## src/hdl/watchdog_timer_map.vh

```
// register map, field positions, reset values and timing counts of the watchdog timer
`ifndef WATCHDOG_TIMER_MAP_VH
`define WATCHDOG_TIMER_MAP_VH

// register addresses (port offsets)
`define WDT_ADDR_CONTROL      4'h0
`define WDT_ADDR_STATUS       4'h1
`define WDT_ADDR_POWER_CTRL   4'h2
`define WDT_ADDR_CMD          4'h3

// control register fields
`define WDT_CTRL_EN_BIT       0
`define WDT_CTRL_PS_LSB       1
`define WDT_CTRL_PS_MSB       5
`define WDT_CTRL_RESET        8'h16
`define WDT_PS_RESET          5'h0B
`define WDT_PS_MAX_VALID      5'h12

// status register fields
`define WDT_STAT_PD_BIT       3
`define WDT_STAT_TO_BIT       4

// power control register fields
`define WDT_POWER_CONTROL_REG_WATCHDOG_RESET_FLAG_BIT     4

// command register fields (write-one pulses)
`define WDT_CMD_CLEAR_BIT     0
`define WDT_CMD_SLEEP_BIT     1
`define WDT_CMD_WATCHDOG_RESET_FLAG_SET_BIT  2

// mode field codes
`define WDT_MODE_OFF          2'h0
`define WDT_MODE_SOFTWARE     2'h1
`define WDT_MODE_NO_SLEEP     2'h2
`define WDT_MODE_ALWAYS       2'h3

// timing: low-frequency oscillator tick
`define WDT_LFOSC_HZ          31000
`define WDT_SYS_HZ            100000000
`define WDT_TICK_CYCLES       (`WDT_SYS_HZ / `WDT_LFOSC_HZ)
`define WDT_PRESCALE_LSB      5

`endif

```

## src/hdl/watchdog_timer.v

```verilog
// watchdog timer: low-frequency tick divider, period counter, sleep handling, registers
// How it works
// - Awake time-out with no clear pulses the system reset output.
// - Count advances only on the low-frequency oscillator tick, not system clock.
// - Mode code 00 keeps the watchdog off regardless of software enable.
// - Mode code 11 runs awake and asleep, ignoring software enable.
// - Mode code 10 runs awake, off in sleep, ignoring software enable.
// - Mode code 01 runs exactly when software enable is one.
// - Period select code n gives a ratio of two to the power five plus n.
// - Codes 10011 to 11111 act as the minimum ratio of 1:32.
// - Any reset returns period select to 01011, ratio 1:65536.
// - Count zeroed on reset, clear, sleep entry, exit, osc fail, disable.
// - Changing the internal oscillator divider leaves the count alone.
// - Sleep entry clears count; counting restarts in sleep if enabled; exit clears.
// - Time-out in sleep wakes the device, clears the time-out and watchdog reset flags, gives no reset.
// - Power control register holds a readable watchdog reset flag.
// - Control: period select bits 5..1, enable bit 0, bits 7..6 read zero.
// - Sleep instruction sets the time-out flag and clears the power-down flag.
`include "watchdog_timer_map.vh"
`timescale 1ns/100ps
`default_nettype none

module watchdog_timer #(
   parameter integer TICK_CYCLES = `WDT_TICK_CYCLES,
   parameter integer CNT_W       = 23
) (
   // clock and reset
   input  wire        I_CLK_SYS,
   input  wire        I_SRST,
   // register port
   input  wire [3:0]  I_ADDR,
   input  wire [7:0]  I_WDATA,
   input  wire        I_WR,
   input  wire        I_RD,
   output reg  [7:0]  O_RDATA,
   // configuration and system events
   input  wire [1:0]  I_WATCHDOG_MODE_SELECT,
   input  wire        I_WATCHDOG_CLEAR_INSTRUCTION,
   input  wire        I_SLEEP_INSTRUCTION,
   input  wire        I_WAKE_EVENT,
   input  wire        I_OSC_FAIL,
   input  wire [3:0]  I_INTERNAL_OSC_DIVIDER,
   // watchdog outputs
   output reg         O_WDT_RESET,
   output reg         O_WDT_WAKE,
   output wire        O_ASLEEP
);

   // divider to the nominal low-frequency tick
   localparam integer TW = 16;

   reg  [TW-1:0]    tick_cnt_r;
   reg              tick_r;
   reg  [CNT_W-1:0] count_r;
   reg  [4:0]       period_select_r;
   reg              sw_watchdog_enable_r;
   reg              asleep_r;
   reg              timeout_status_flag_r;
   reg              powerdown_status_flag_r;
   reg              watchdog_reset_flag_r;
   reg  [CNT_W-1:0] count_nxt;
   reg              active;
   reg              expire;

   wire cmd_wr       = I_WR && (I_ADDR == `WDT_ADDR_CMD);
   wire clear_cmd    = I_WATCHDOG_CLEAR_INSTRUCTION ||
                       (cmd_wr && I_WDATA[`WDT_CMD_CLEAR_BIT]);
   wire sleep_cmd    = (I_SLEEP_INSTRUCTION ||
                       (cmd_wr && I_WDATA[`WDT_CMD_SLEEP_BIT])) && !asleep_r;
   wire wake         = asleep_r && (I_WAKE_EVENT || expire);

   // terminal count minus one for a select code; reserved codes fold to the minimum
   function [CNT_W-1:0] limit_of;
      input [4:0] ps;
      reg   [4:0] eff;
      begin
         eff = (ps > `WDT_PS_MAX_VALID) ? 5'h00 : ps;
         limit_of = ({{(CNT_W-1){1'b0}}, 1'b1} << (eff + `WDT_PRESCALE_LSB)) - 1'b1;
      end
   endfunction

   // tick divider; the internal oscillator divider input is deliberately unused here
   always @(posedge I_CLK_SYS) begin
      if (I_SRST) begin
         tick_cnt_r <= 16'h0000;
         tick_r     <= 1'b0;
      end else if (tick_cnt_r == TICK_CYCLES[TW-1:0] - 1'b1) begin
         tick_cnt_r <= 16'h0000;
         tick_r     <= 1'b1;
      end else begin
         tick_cnt_r <= tick_cnt_r + 1'b1;
         tick_r     <= 1'b0;
      end
   end

   // enable per mode and sleep state
   always @* begin
      case (I_WATCHDOG_MODE_SELECT)
         `WDT_MODE_OFF:      active = 1'b0;
         `WDT_MODE_SOFTWARE: active = sw_watchdog_enable_r;
         `WDT_MODE_NO_SLEEP: active = !asleep_r;
         `WDT_MODE_ALWAYS:   active = 1'b1;
         default:            active = 1'b0;
      endcase
      expire = active && tick_r && (count_r == limit_of(period_select_r));
   end

   // period counter; divider changes are not a clearing condition
   always @* begin
      if (!active || clear_cmd || sleep_cmd || wake || I_OSC_FAIL || expire)
         count_nxt = {CNT_W{1'b0}};
      else if (tick_r)
         count_nxt = count_r + 1'b1;
      else
         count_nxt = count_r;
   end

   always @(posedge I_CLK_SYS) begin
      if (I_SRST) begin
         count_r <= {CNT_W{1'b0}};
         O_WDT_RESET <= 1'b0;
         O_WDT_WAKE  <= 1'b0;
         asleep_r    <= 1'b0;
      end else begin
         count_r     <= count_nxt;
         O_WDT_RESET <= expire && !asleep_r;
         O_WDT_WAKE  <= expire && asleep_r;
         if (sleep_cmd)
            asleep_r <= 1'b1;
         else if (wake)
            asleep_r <= 1'b0;
      end
   end

   // status flags; time-out flag is active low, cleared by a sleep-time expiry
   always @(posedge I_CLK_SYS) begin
      if (I_SRST) begin
         period_select_r         <= `WDT_PS_RESET;
         sw_watchdog_enable_r    <= 1'b0;
         timeout_status_flag_r   <= 1'b1;
         powerdown_status_flag_r <= 1'b1;
         watchdog_reset_flag_r   <= 1'b1;
      end else begin
         if (I_WR && I_ADDR == `WDT_ADDR_CONTROL) begin
            period_select_r      <= I_WDATA[`WDT_CTRL_PS_MSB:`WDT_CTRL_PS_LSB];
            sw_watchdog_enable_r <= I_WDATA[`WDT_CTRL_EN_BIT];
         end
         if (sleep_cmd) begin
            timeout_status_flag_r   <= 1'b1;
            powerdown_status_flag_r <= 1'b0;
         end else if (expire && asleep_r) begin
            timeout_status_flag_r   <= 1'b0;
         end
         // hardware event beats a software set in the same cycle
         if (expire)
            watchdog_reset_flag_r <= 1'b0;
         else if (cmd_wr && I_WDATA[`WDT_CMD_WATCHDOG_RESET_FLAG_SET_BIT])
            watchdog_reset_flag_r <= 1'b1;
      end
   end

   // read port, data one cycle after the strobe
   always @(posedge I_CLK_SYS) begin
      if (I_SRST)
         O_RDATA <= 8'h00;
      else if (I_RD) begin
         case (I_ADDR)
            `WDT_ADDR_CONTROL:
               O_RDATA <= {2'b00, period_select_r, sw_watchdog_enable_r};
            `WDT_ADDR_STATUS:
               O_RDATA <= {3'b000, timeout_status_flag_r, powerdown_status_flag_r, 3'b000};
            `WDT_ADDR_POWER_CTRL:
               O_RDATA <= {3'b000, watchdog_reset_flag_r, 4'h0};
            default:
               O_RDATA <= 8'h00;
         endcase
      end else
         O_RDATA <= 8'h00;
   end

   assign O_ASLEEP = asleep_r;

endmodule
`default_nettype wire

```

## config.mk

```make
export PLATFORM = sky130hd
export DESIGN_NAME = watchdog_timer
export DESIGN_NICKNAME = d
export VERILOG_FILES = /design/src/hdl/watchdog_timer.v
export VERILOG_INCLUDE_DIRS = /design/src /design/src/hdl
export SDC_FILE = /design/constraint.sdc
export NUM_CORES = 1
export LEC_CHECK = 0
export ABC_AREA = 1
export BUFFER_PORTS_ARGS = -buffer_cell sky130_fd_sc_hd__buf_4
export CAP_MARGIN = 30
export CORE_MARGIN = 5
export CORE_UTILIZATION = 55
export DETAILED_ROUTE_END_ITERATION = 7
export PLACE_DENSITY = 0.75
export SLEW_MARGIN = 20
export SYNTH_ARGS = -nofsm -noshare
export SYNTH_HDL_FRONTEND = slang
export SYNTH_SLANG_ARGS = --single-unit
```

## constraint.sdc

```tcl
create_clock -name I_CLK_SYS -period 3 [get_ports I_CLK_SYS]
set_clock_uncertainty 0.05 [all_clocks]
set_input_delay 0.15 -clock I_CLK_SYS [delete_from_list [all_inputs] [get_ports I_CLK_SYS]]
set_output_delay 0.15 -clock I_CLK_SYS [all_outputs]
set_load 0.03 [all_outputs]
```

---- Word-level counts from Yosys, hierarchy flattened ----
Index checks and enable logic that the tools add are counted.
operators by class
  multiplexer cells ....................... 8
  shifts and indexed selects .............. 1
  reduce and logical (&&, ||, !) cells .... 29
  add/sub/neg operators ................... 4
  bitwise gates (word level) .............. 1
  order comparisons ....................... 1
  equal/unequal tests ..................... 8
operators with widths
  operator                 number
  $add A23 B1 Y23 const B  1
  $eq A23 B23 Y1           1
  $shl A1 B6 Y23 const A   1
  $sub A23 B1 Y23 const B  1
  $pmux W6 S3              1
  $add A16 B1 Y16 const B  1
  $eq A16 B12 Y1 const B   1
  $logic_and A1 B1 Y1      11
  $eq A4 B2 Y1 const B     2
  $logic_or A1 B1 Y1       8
  $reduce_or A2 Y1         4
  $add A5 B3 Y6 const B    1
  $gt A5 B5 Y1 const B     1
  $mux W1                  5
  $mux W5                  1
  $eq A2 B2 Y1 const B     2
  $eq A4 B1 Y1 const B     1
  $logic_not A4 Y1         1
  $pmux W1 S4              1
  $reduce_bool A2 Y1       2
  $eq A2 B1 Y1 const B     1
  $logic_not A1 Y1         2
  $logic_not A2 Y1         1
  $not A1 Y1               1
storage, ports and cells
  bits of input ports ..................... 26
  register bits after elaboration ......... 60
  word-level logic and storage cells ...... 64
  output and inout port bits .............. 11

---- Logic depth before layout (Yosys ltp) ----
Gate-level depths: netlist (run 1).
  depth in word-level cells ............... 13
  gate-level depth with buffers ........... 18

---- Worst setup path after synthesis (run 1) ----
Ideal clock, no wire load.
  path kind ............................... reg2reg
  start ................................... reg period_select_r[3] (netlist: limit_of.ps[3])
  end ..................................... reg count_r[0]
  period minus slack after synthesis ...... 2.272 ns
  buffers on the path ..................... 2
  data required time ...................... 2.834 ns
  path slack .............................. 0.728 ns
  setup time .............................. 0.116 ns
  cell stages (with the launch flop) ...... 19
  arrival time ............................ 2.107 ns
  cells stage by stage .................... dfxtp_1 > buf_2 > nor2_4 > nand2_1 > nand2_2 > o21ai_1 > nand2_1 > nor2_1 > nor3_2 > nand2_1 > nor2_1 > nand2_1 > nand2_1 > inv_1 > nor2_1 > nand3_2 > o211ai_2 > buf_6 > nor2_1
between the ends
  cells in the longest elaborated chain, start to end .. 13
ends and longest elaborated chain
  what                                 line                  text
  start: declaration                   watchdog_timer.v:55   reg [4:0] period_select_r;
  start signal: assignment             watchdog_timer.v:138  period_select_r <= `WDT_PS_RESET;
  start signal: assignment             watchdog_timer.v:145  period_select_r <= I_WDATA[`WDT_CTRL_PS_MSB:`WDT_CTRL_PS_LSB];
  $gt A5 B5 Y1 (no source line)        --
  $mux W5 *                            watchdog_timer.v:77   eff = (ps > `WDT_PS_MAX_VALID) ? 5'h00 : ps;
  $add A5 B3 Y6 (no source line) *     --
  $shl A1 B6 Y23 *                     watchdog_timer.v:78   limit_of = ({{(CNT_W-1){1'b0}}, 1'b1} << (eff + `WDT_PRESCALE_LSB)) - 1'b1;
  $sub A23 B1 Y23 *                    watchdog_timer.v:78
  $eq A23 B23 Y1 *                     watchdog_timer.v:105  expire = active && tick_r && (count_r == limit_of(period_select_r));
  $logic_and A1 B1 Y1 *                watchdog_timer.v:105
  $logic_or A1 B1 Y1                   watchdog_timer.v:70   wire wake = asleep_r && (I_WAKE_EVENT || expire);
  $logic_and A1 B1 Y1                  watchdog_timer.v:70
  $logic_or A1 B1 Y1 (2 in series)     watchdog_timer.v:110  if (!active || clear_cmd || sleep_cmd || wake || I_OSC_FAIL || expire)
  $logic_or A1 B1 Y1 *                 watchdog_timer.v:110
  $reduce_or A2 Y1 (no source line) *  --
  end signal: assignment               watchdog_timer.v:120  count_r <= {CNT_W{1'b0}};
  end signal: assignment               watchdog_timer.v:125  count_r <= count_nxt;
  end: declaration                     watchdog_timer.v:54   reg [CNT_W-1:0] count_r;
Every way passes the cells marked *; elsewhere a longest branch is shown, timed or not.
A chain may end at the register's enable or synchronous reset.

---- Final worst setup path (run 1) ----
  start ................................... reg period_select_r[1] (netlist: limit_of.ps[1])
  end ..................................... reg count_r[7]
Same word-level chain as after synthesis.

==> run_results.csv, run 1 <==
group,metric,value,unit
run_status,status,"finished clean",
critical_path,regToRegStartpoint,"limit_of.ps[1]",
synthesis,yosys.area.top_type,"dfxtp_1",
finish,instances_no_fill,652,
sta,rsz0062_at_grt,"no",
critical_path,crit_type,"flop to flop",
critical_path,worstRegToRegCells,16,
sta,fin_setup_tns,0,ns
clocking,clock_sink_count,58,
critical_path,rr_endpoint,"count_r[7]",
critical_path,required,3.16,ns
drt,routed_wl,8000,um
critical_path,r2r_slack,0.33,ns
finish,final_common_cell,"nand2_1",
drt,dr.pass1.iters,5,
sta,fin_crit_sh,89.1,%
clocking,cts_setup_buffers,0,
die,ios,37,
power,p_per_area,394,nW/um^2
power,ir_worst_vdd,0.359,mV
synthesis,postSynthAreaPerCell,6.57,um^2
sta,hold_viol,0,
critical_path,crit_path_end,"count_r[7]",
sta,worst_pin_slew,0.549,ns
synthesis,yosys_warnings,0,
drt,ant_nets,0,
critical_path,startpoint,"limit_of.ps[1]",
critical_path,startpoint_type,"flop",
flow_run,drv_cap,0,
sta,max_freq,0.374,GHz
drt,wl_per_cell,12.3,um
drt,drt-initial-drc-count,228,
clocking,cts_max_level,3,
grt,grt_use_total,21.7,%
clocking,clock_path_buffers,2,
clocking,clock_latency,0.33,ns
placement,place.gp.congestion,0.963,
finish,antennaDiodeCount,0,
grt,grt_max_degree,24,
synthesis,ys_seq_elements,58,
synthesis,syn-instance-count,530,
synthesis,netlist_area,3480,um^2
synthesis,ys_types,39,
placement,dp_hpwl,6190,um
placement,dp.cells,632,
power,leakage,1.68,nW
finish,drive_above_1_share,11.7,%
critical_path,endpoint_kind,"flop",
critical_path,worstPathArrival,2.83,ns
grt,grt_pass1_vias,3110,
finish,layout-area-overhead-vs-synth,15.8,%
drt,vias,3425,
synthesis,synth-seq-area-share,33.4,%
die,fp-row-count,29,
sta,period_needed,2.67,ns
placement,port_buffers,28,
die,initial_utilization,55.8,%
finish,mostFrequentLayoutCells,"104 x nand2_1, 87 x nor2_1, 79 x inv_1, 53 x dfxtp_1, 37 x nand3_1",
grt,grt_overflow,0,
min_path,hold_class,"input pin to flop",
sta,timing.slew.headroom,63.1,%
grt,antenna_found_initial,0,
clocking,clock-root-buffer,"clkbuf_8",
critical_path,cp_max_fo,23,
drt,vias_per_cell,5.25,
clocking,cts_tree,"built",
die,die_width,89.6,um
drt,drc,0,
synthesis,yosys-top-cells-area,"dfxtp_1 33%, nand2_1 11%, nor2_1 9.4%",
finish,final_nets,601,
synthesis,synth.top_cell.area_share,33.4,%
grt,grt_pass1_wl,13800,um
sta,slew_violations,0,
sta,finalSetupViolations,0,
clocking,clk_pin_slew,0.07,ns
die,dieArea,8020,um^2
clocking,cts_buffers,9,
die,fp.coreArea,6240,um^2
die,die_h,89.6,um
-- how the worst min path moves through the flow --
stage	startpoint	end	slack, ns	cells past startpoint
detailed placement	I_WDATA[4]	limit_of.ps[3]	0.33	3
global placement	I_SRST	tick_r	0.33	2
floorplan	I_SRST	tick_r	0.17	1
CTS	I_WAKE_EVENT	O_ASLEEP	0.02	4
global route	I_WAKE_EVENT	O_ASLEEP	0.04	4
finish	I_WAKE_EVENT	O_ASLEEP	0.05	4
-- through the flow --
step	area [um^2]	power [mW]	worst slack, ns	util [%]	hold slack, ns
6_report	4030	1.59	0.327	64.6	0.0505
5_1_grt	4030	1.67	0.0221	64.6	0.0438
4_1_cts	4010	1.61	0.240	64.3	0.0232
3_5_place_dp	3770	0.938	0.291	60.5	0.330
3_3_place_gp	3770	0.935	0.340	60.5	0.326
2_1_floorplan	3490	0.894	0.728	-	0.172
-- Yosys cell counts (all sizes together) --
| cell type | count |
|---|---|
| xor2 | 29 |
| nand3b | 2 |
| nor2 | 89 |
| nor3 | 20 |
| o211ai | 1 |
| nand2 | 109 |
| a2111oi | 1 |
| o21a | 1 |
| nor3b | 4 |
| buf | 6 |
| clkinv | 1 |
| dfxtp | 58 |
| and3 | 1 |
| xnor2 | 9 |
| a21o | 2 |
| ha | 4 |
| o21ai | 20 |
| nor4 | 4 |
| conb | 2 |
| clkbuf | 2 |
| o22ai | 1 |
| mux2i | 1 |
| inv | 82 |
| a21oi | 21 |
| nand4 | 18 |
| nand3 | 40 |
| o21bai | 1 |
| o221ai | 1 |
-- state kept, by name, summed over array words and instances, names as in the netlist --
name                     flops
O_ASLEEP                     1
O_RDATA                      6
O_WDT_RESET                  1
O_WDT_WAKE                   1
count_r                     23
limit_of.ps                  5
powerdown_status_flag_r      1
sw_watchdog_enable_r         1
tick_cnt_r                  16
tick_r                       1
timeout_status_flag_r        1
watchdog_reset_flag_r        1
-- worst max-delay path, stage by stage, from the launching register on --
cell      delay, ns
dfxtp_2        0.41
nand2_2        0.15
nand2_2        0.11
nand3_4        0.11
nand3_1        0.20
nand3_1        0.19
nor3_4         0.23
nand2_1        0.13
nor2_1         0.12
nand2_1        0.06
nand2_1        0.06
inv_1          0.03
nor2_1         0.14
nand3_2        0.16
o211ai_2       0.13
buf_12         0.19
nor2_1         0.05
-- where the power goes --
part	internal, mW	switching [mW]
Sequential	0.779	0.00768
Combinational	0.0573	0.0862
Clock	0.364	0.295
-- cell families (layout without fill, tap and decap cells) --
family / count (synthesis) / in the layout / share of synthesized area [%]
xor+xnor: 38 / 38 / 9.56
other cells: 2 / 4 / 0.216
simple gates: 287 / 287 / 36.7
buf+inv: 91 / 134 / 10.5
fa+ha+maj: 4 / 4 / 1.44
compound gates: 49 / 49 / 7.91
mux: 1 / 1 / 0.288
flops: 58 / 58 / 33.4
-- metal layers --
metal	vias to the layer above	GRT usage (%)	wire length (um)
li1	1777	-	-
met1	1545	28.7	3680
met2	90	35.0	3730
met3	13	4.24	442
met4	0	8.25	134
met5	-	0	0
-- cell type report --
class	instances	area (um^2)
Fill cell	574	2210
Multi-Input combinational cell	383	1970
Sequential cell	58	1170
Inverter	83	312
Timing Repair Buffer	36	295
Clock buffer	12	165
Tap cell	77	96.3
Clock inverter	3	23.8
-- what timing repair did --
action / 4_1_cts / 5_1_grt
gates resized for setup: 0 / 8
endpoints found under the hold margin: 6 / 0
hold buffers: 5 / 0
endpoints found under the setup margin: 0 / 24
No activity file was read; power rests on OpenSTA's default activity.
==> inputs of run 2 (changes only) <==
CORE_UTILIZATION = 49   (was 55)
PLACE_DENSITY = 0.68   (was 0.75)
clock period = 2.5 ns   (was 3 ns; I/O delays follow)
==> run_results.csv, run 2 (synthesized netlist as in run 1, its figures left out) <==
group,metric,value,unit
run_status,status,"finished with violations",
run_status,violations,"negative setup slack",
drt,drc,0,
clocking,cts_buffers,9,
grt,grt.busiest_layer,"met2",
drt,vias,3741,
finish,stdcell_area,4740,um^2
critical_path,max_stage_delay,0.36,ns
die,die_h,94.3,um
sta,slew_violations,0,
critical_path,path_buf_inv,2,
finish,final_nets,647,
sta,max_freq,0.386,GHz
finish,largest_reg_flops,23,
sta,finalSetupViolations,17,
placement,dp_slack,-0.0678,ns
sta,fin_setup_tns,-1.41,ns
grt,grt_use_total,22.6,%
min_path,hold_class,"input pin to flop",
sta,worst_pin_slew,0.801,ns
finish,mostFrequentLayoutCells,"93 x nand2_1, 74 x inv_1, 64 x buf_4, 59 x nor2_1, 54 x dfxtp_1",
critical_path,required,2.68,ns
finish,drive_above_1_share,25.8,%
power,leakage,1.95,nW
sta,rsz0062_at_grt,"yes",
clocking,cts_max_level,3,
placement,dp_hpwl,6590,um
clocking,clock-root-buffer,"clkbuf_8",
die,fp-row-count,30,
die,initial_utilization,50.7,%
finish,layout-area-overhead-vs-synth,36.1,%
grt,grt_pass1_vias,3432,
sta,hold_viol,0,
finish,antennaDiodeCount,0,
finish,top_register,"count_r",
die,dieArea,8890,um^2
critical_path,cp_max_fo,8,
power,p_per_area,402,nW/um^2
critical_path,r2r_slack,-0.09,ns
clocking,cts_tree,"built",
clocking,clk_pin_slew,0.07,ns
grt,grtUsageMet1,29.0,%
die,ios,37,
critical_path,crit_top_cell,"nand2_1",
finish,fillCellCount,567,
die,fp.coreArea,6870,um^2
sta,fin_crit_sh,104,%
critical_path,crit_type,"flop to flop",
finish,instances_no_fill,716,
critical_path,startpoint_type,"flop",
sta,period_needed,2.59,ns
sta,timing.slew.headroom,45.2,%
placement,postPlaceCellArea,4020,um^2
critical_path,slowest_stage,"dfxtp_4",
placement,place.gp.congestion,0.932,
drt,wl_per_cell,13.7,um
finish,final_common_cell,"nand2_1",
drt,ant_nets,0,
power,ir_worst_vdd,0.315,mV
finish,register_area,1180,um^2
grt,grt_max_degree,17,
sta,worst_hold_slack,0.0406,ns
placement,port_buffers,28,
die,die_width,94.3,um
grt,grt_overflow,0,
clocking,clock_path_buffers,2,
critical_path,worstPathArrival,2.77,ns
placement,dp.cells,681,
sta,finalWorstSetupSlack,-0.0912,ns
flow_run,drv_cap,0,
grt,grt_pass1_wl,15800,um
finish,multi_input_area,2240,um^2
critical_path,endpoint_kind,"flop",
drt,routed_wl,9790,um
critical_path,worstPathCellList,"nor2_4, nand2_2, nand2_4, nand4_1, o21ai_0, nand2_1, nand2_1, nand2_1, nor2_1, nand3_1, nor2_2, nand3_4, o211ai_4, buf_12, clkbuf_16, nor2_1",
drt,vias_per_cell,5.22,
clocking,clock_latency,0.34,ns
grt,gr-usage-met3,5.05,%
grt,met2_usage,37.3,%
clocking,clock_sink_count,58,
drt,dr.pass1.iters,5,
finish,reg.largest.list,"count_r x23, tick_cnt_r x16, O_RDATA x6",
critical_path,cpLargestDelayFamily,"simple AND/OR/NAND/NOR gates",
grt,antenna_found_initial,0,
drt,drt-initial-drc-count,326,
-- run 2: cell types whose count changed in the layout (fill, tap and decap cells not counted), sizes merged --
cell         change
buf             +43
dlygate4sd3      +2
clkinv           +1
clkinvlp         -1
-- run 2: layer usage --
metal / wire length, um / part of all wire (%)
met5: 0 / 0
met4: 302 / 3.1
met3: 756 / 7.7
met2: 4650 / 47
met1: 4080 / 42
-- run 2: final cells by class --
type	count	share of cell area, %
inverter	83	6.63
tap	96	2.53
clock buffer	11	2.98
sequential	58	24.8
timing repair buffer	82	15.4
multi-input combinational	383	47.2
clock inverter	3	0.370
-- run 2: where the power goes --
| group | leakage, nW | internal (mW) | switching, mW |
|---|---|---|---|
| registers | 0.469 | 0.931 | 0.00770 |
| logic | 1.40 | 0.0997 | 0.133 |
| clock network | 0.0810 | 0.372 | 0.362 |
| total | 1.95 | 1.40 | 0.502 |
-- run 2: tightest hold or removal path, stage by stage --
cell     delay, ns
buf_4         0.08
inv_1         0.06
nand2_1       0.07
a21oi_1       0.05
-- run 2: repair_timing --
action / in CTS / in global routing
hold buffers: 7 / 0
endpoints found under the hold margin: 6 / 0
endpoints found under the setup margin: 23 / 28
pin swaps: 10 / 17
gates cloned: 2 / 1
setup buffers: 9 / 3
gates resized for setup: 36 / 58
-- run 2: path summary, 6_finish.rpt --
check	from	to	depth (start not counted)
hold / removal	I_WAKE_EVENT	O_ASLEEP	4
setup reg to reg	limit_of.ps[2]	count_r[13]	16
setup / recovery	limit_of.ps[2]	count_r[13]	16
hold reg to reg	tick_cnt_r[0]	tick_cnt_r[0]	1
-- run 2: per-stage QoR --
step / utilization, % / power [mW]
floorplan: - / 1.07
global placement: 58.6 / 1.14
detailed placement: 58.6 / 1.14
CTS: 66.0 / 1.90
global route: 69.0 / 2.00
finish: 69.0 / 1.90
==> inputs of run 3 (changes only) <==
MAX_ROUTING_LAYER = met4   (was not set)
==> run_results.csv, run 3 (synthesized netlist as in run 1, its figures left out) <==
group,metric,value,unit
run_status,status,"finished with violations",
run_status,violations,"negative setup slack",
power,finalPower,2.20,mW
power,p_per_area,476,nW/um^2
clocking,cts_max_level,3,
placement,dp.cells,679,
critical_path,worstRegToRegCells,18,
clocking,clock_sink_count,58,
critical_path,cp_max_fo,6,
drt,routed_wl,9340,um
critical_path,r2r_slack,-0.06,ns
sta,finalSetupViolations,9,
critical_path,worstPathCellList,"nor2_4, nand2_2, nand2_4, o21ai_2, nand2_2, buf_4, inv_2, nand2_1, nand4_1, nor2_2, nand2_1, nand2_1, inv_1, nor2_2, nand3_2, o211ai_4, clkbuf_16, nor2_1",
min_path,hold_class,"input pin to flop",
finish,top_register,"count_r",
power,power_frac_clock,47.4,%
power,leakage,1.95,nW
die,fp.coreArea,6870,um^2
clocking,clock_latency,0.34,ns
critical_path,startpoint_type,"flop",
critical_path,required,2.67,ns
clocking,cts_buffers,9,
power,power.internal,1.70,mW
sta,finalWorstSetupSlack,-0.0611,ns
critical_path,startpoint,"limit_of.ps[3]",
placement,place.gp.congestion,0.967,
sta,fin_crit_sh,102,%
critical_path,regToRegStartpoint,"limit_of.ps[3]",
power,power.switching,0.504,mW
clocking,clock_path_buffers,2,
grt,grt_pass1_vias,3377,
grt,grt_max_degree,17,
grt,grt_pass1_wl,15200,um
critical_path,critical_path_depth,18,
sta,fin_setup_tns,-0.286,ns
critical_path,crit_type,"flop to flop",
drt,drt-initial-drc-count,284,
finish,post-route-util,67.3,%
power,power_frac_seq,42.7,%
finish,antennaDiodeCount,0,
drt,vias_per_cell,5.18,
finish,largest_reg_flops,23,
die,dieArea,8890,um^2
drt,dr.pass1.iters,5,
sta,period_needed,2.56,ns
finish,mostFrequentLayoutCells,"94 x nand2_1, 78 x inv_1, 73 x nor2_1, 60 x buf_4, 53 x dfxtp_1",
sta,timing.slew.headroom,42.5,%
sta,hold_viol,0,
power,ir_worst_vdd,0.449,mV
critical_path,worstPathArrival,2.73,ns
grt,grt_overflow,0,
critical_path,rr_endpoint,"count_r[14]",
critical_path,slowest_stage,"dfxtp_4",
critical_path,endpoint_kind,"flop",
die,ios,37,
clocking,clk_pin_slew,0.07,ns
sta,worst_pin_slew,0.841,ns
sta,max_freq,0.390,GHz
finish,layout-area-overhead-vs-synth,32.9,%
die,fp-row-count,30,
power,swShare,22.9,%
finish,final_nets,639,
clocking,clock-root-buffer,"clkbuf_8",
clocking,cts_tree,"built",
critical_path,crit_top_cell,"nand2_1",
grt,antenna_found_initial,0,
drt,vias,3675,
critical_path,path_buf_inv,4,
die,die_width,94.3,um
critical_path,cpLargestDelayFamily,"simple AND/OR/NAND/NOR gates",
flow_run,drv_cap,0,
sta,rsz0062_at_grt,"yes",
die,die_h,94.3,um
power,comb_power_share,9.9,%
critical_path,max_stage_delay,0.38,ns
grt,grt_use_total,22.2,%
finish,reg.largest.list,"count_r x23, tick_cnt_r x16, O_RDATA x6",
finish,instances_no_fill,710,
die,initial_utilization,50.7,%
finish,drive_above_1_share,22.6,%
drt,wl_per_cell,13.2,um
sta,slew_violations,0,
drt,drc,0,
drt,ant_nets,0,
critical_path,crit_path_end,"count_r[14]",
finish,final_common_cell,"nand2_1",
placement,dp_hpwl,6510,um
placement,port_buffers,28,
sta,worst_hold_slack,0.0358,ns
## run 3: worst min path at each step
stage	from	end	slack, ns	cells past startpoint
5_1_grt	I_WDATA[3]	limit_of.ps[2]	0.05	3
3_5_place_dp	I_RD	O_RDATA[4]	0.30	3
6_report	I_WAKE_EVENT	O_ASLEEP	0.04	4
4_1_cts	I_WAKE_EVENT	O_ASLEEP	0.02	4
3_3_place_gp	I_RD	O_RDATA[4]	0.30	3
2_1_floorplan	I_SRST	tick_r	0.15	1
## run 3: worst min-delay path: cells and delay by family
family	cells	cell delay, ns
AND/OR/NAND/NOR	1	0.07
buffers and inverters	2	0.14
AO/OA/AOI/OAI	1	0.05
## run 3: area by class of cell
class | instances | area (um^2)
well taps | 96 | 120
inverters | 83 | 314
multi-input cells | 383 | 2120
fillers | 600 | 2240
repair buffers | 74 | 647
flip-flops and latches | 58 | 1170
clock buffers | 13 | 179
clock inverters | 3 | 68.8
## run 3: timing repair
item / 4_1_cts / 5_1_grt
endpoints found under the hold margin: 6 / 0
resized for setup: 10 / 49
pin swaps: 1 / 8
buffers inserted: 4 / 2
cloned: 1 / 1
setup endpoints to repair: 25 / 28
hold buffers: 7 / 0
## run 3: stage by stage
step / area (um^2) / setup slack (ns)
after floorplan: 3490 / 0.228
after global placement: 4020 / 0.0137
after detailed placement: 4020 / -0.0923
after CTS: 4430 / -0.00996
after global routing: 4620 / -0.221
final: 4620 / -0.0611
## run 3: metal layers
| layer | track usage (%) | wire (um) |
|---|---|---|
| met3 | 5.05 | 607 |
| met4 | 7.70 | 195 |
| met1 | 27.8 | 4040 |
| met2 | 35.2 | 4500 |
| met5 | - | 0 |
## run 3: power groups by stage
stage               sequential, mW  combinational, mW  clock (mW)
global route                 0.941              0.239        1.11
finish                       0.940              0.218        1.04
CTS                          0.941              0.199        1.06
floorplan                    0.965              0.108           0
detailed placement           0.962              0.180           0
global placement             0.961              0.177           0
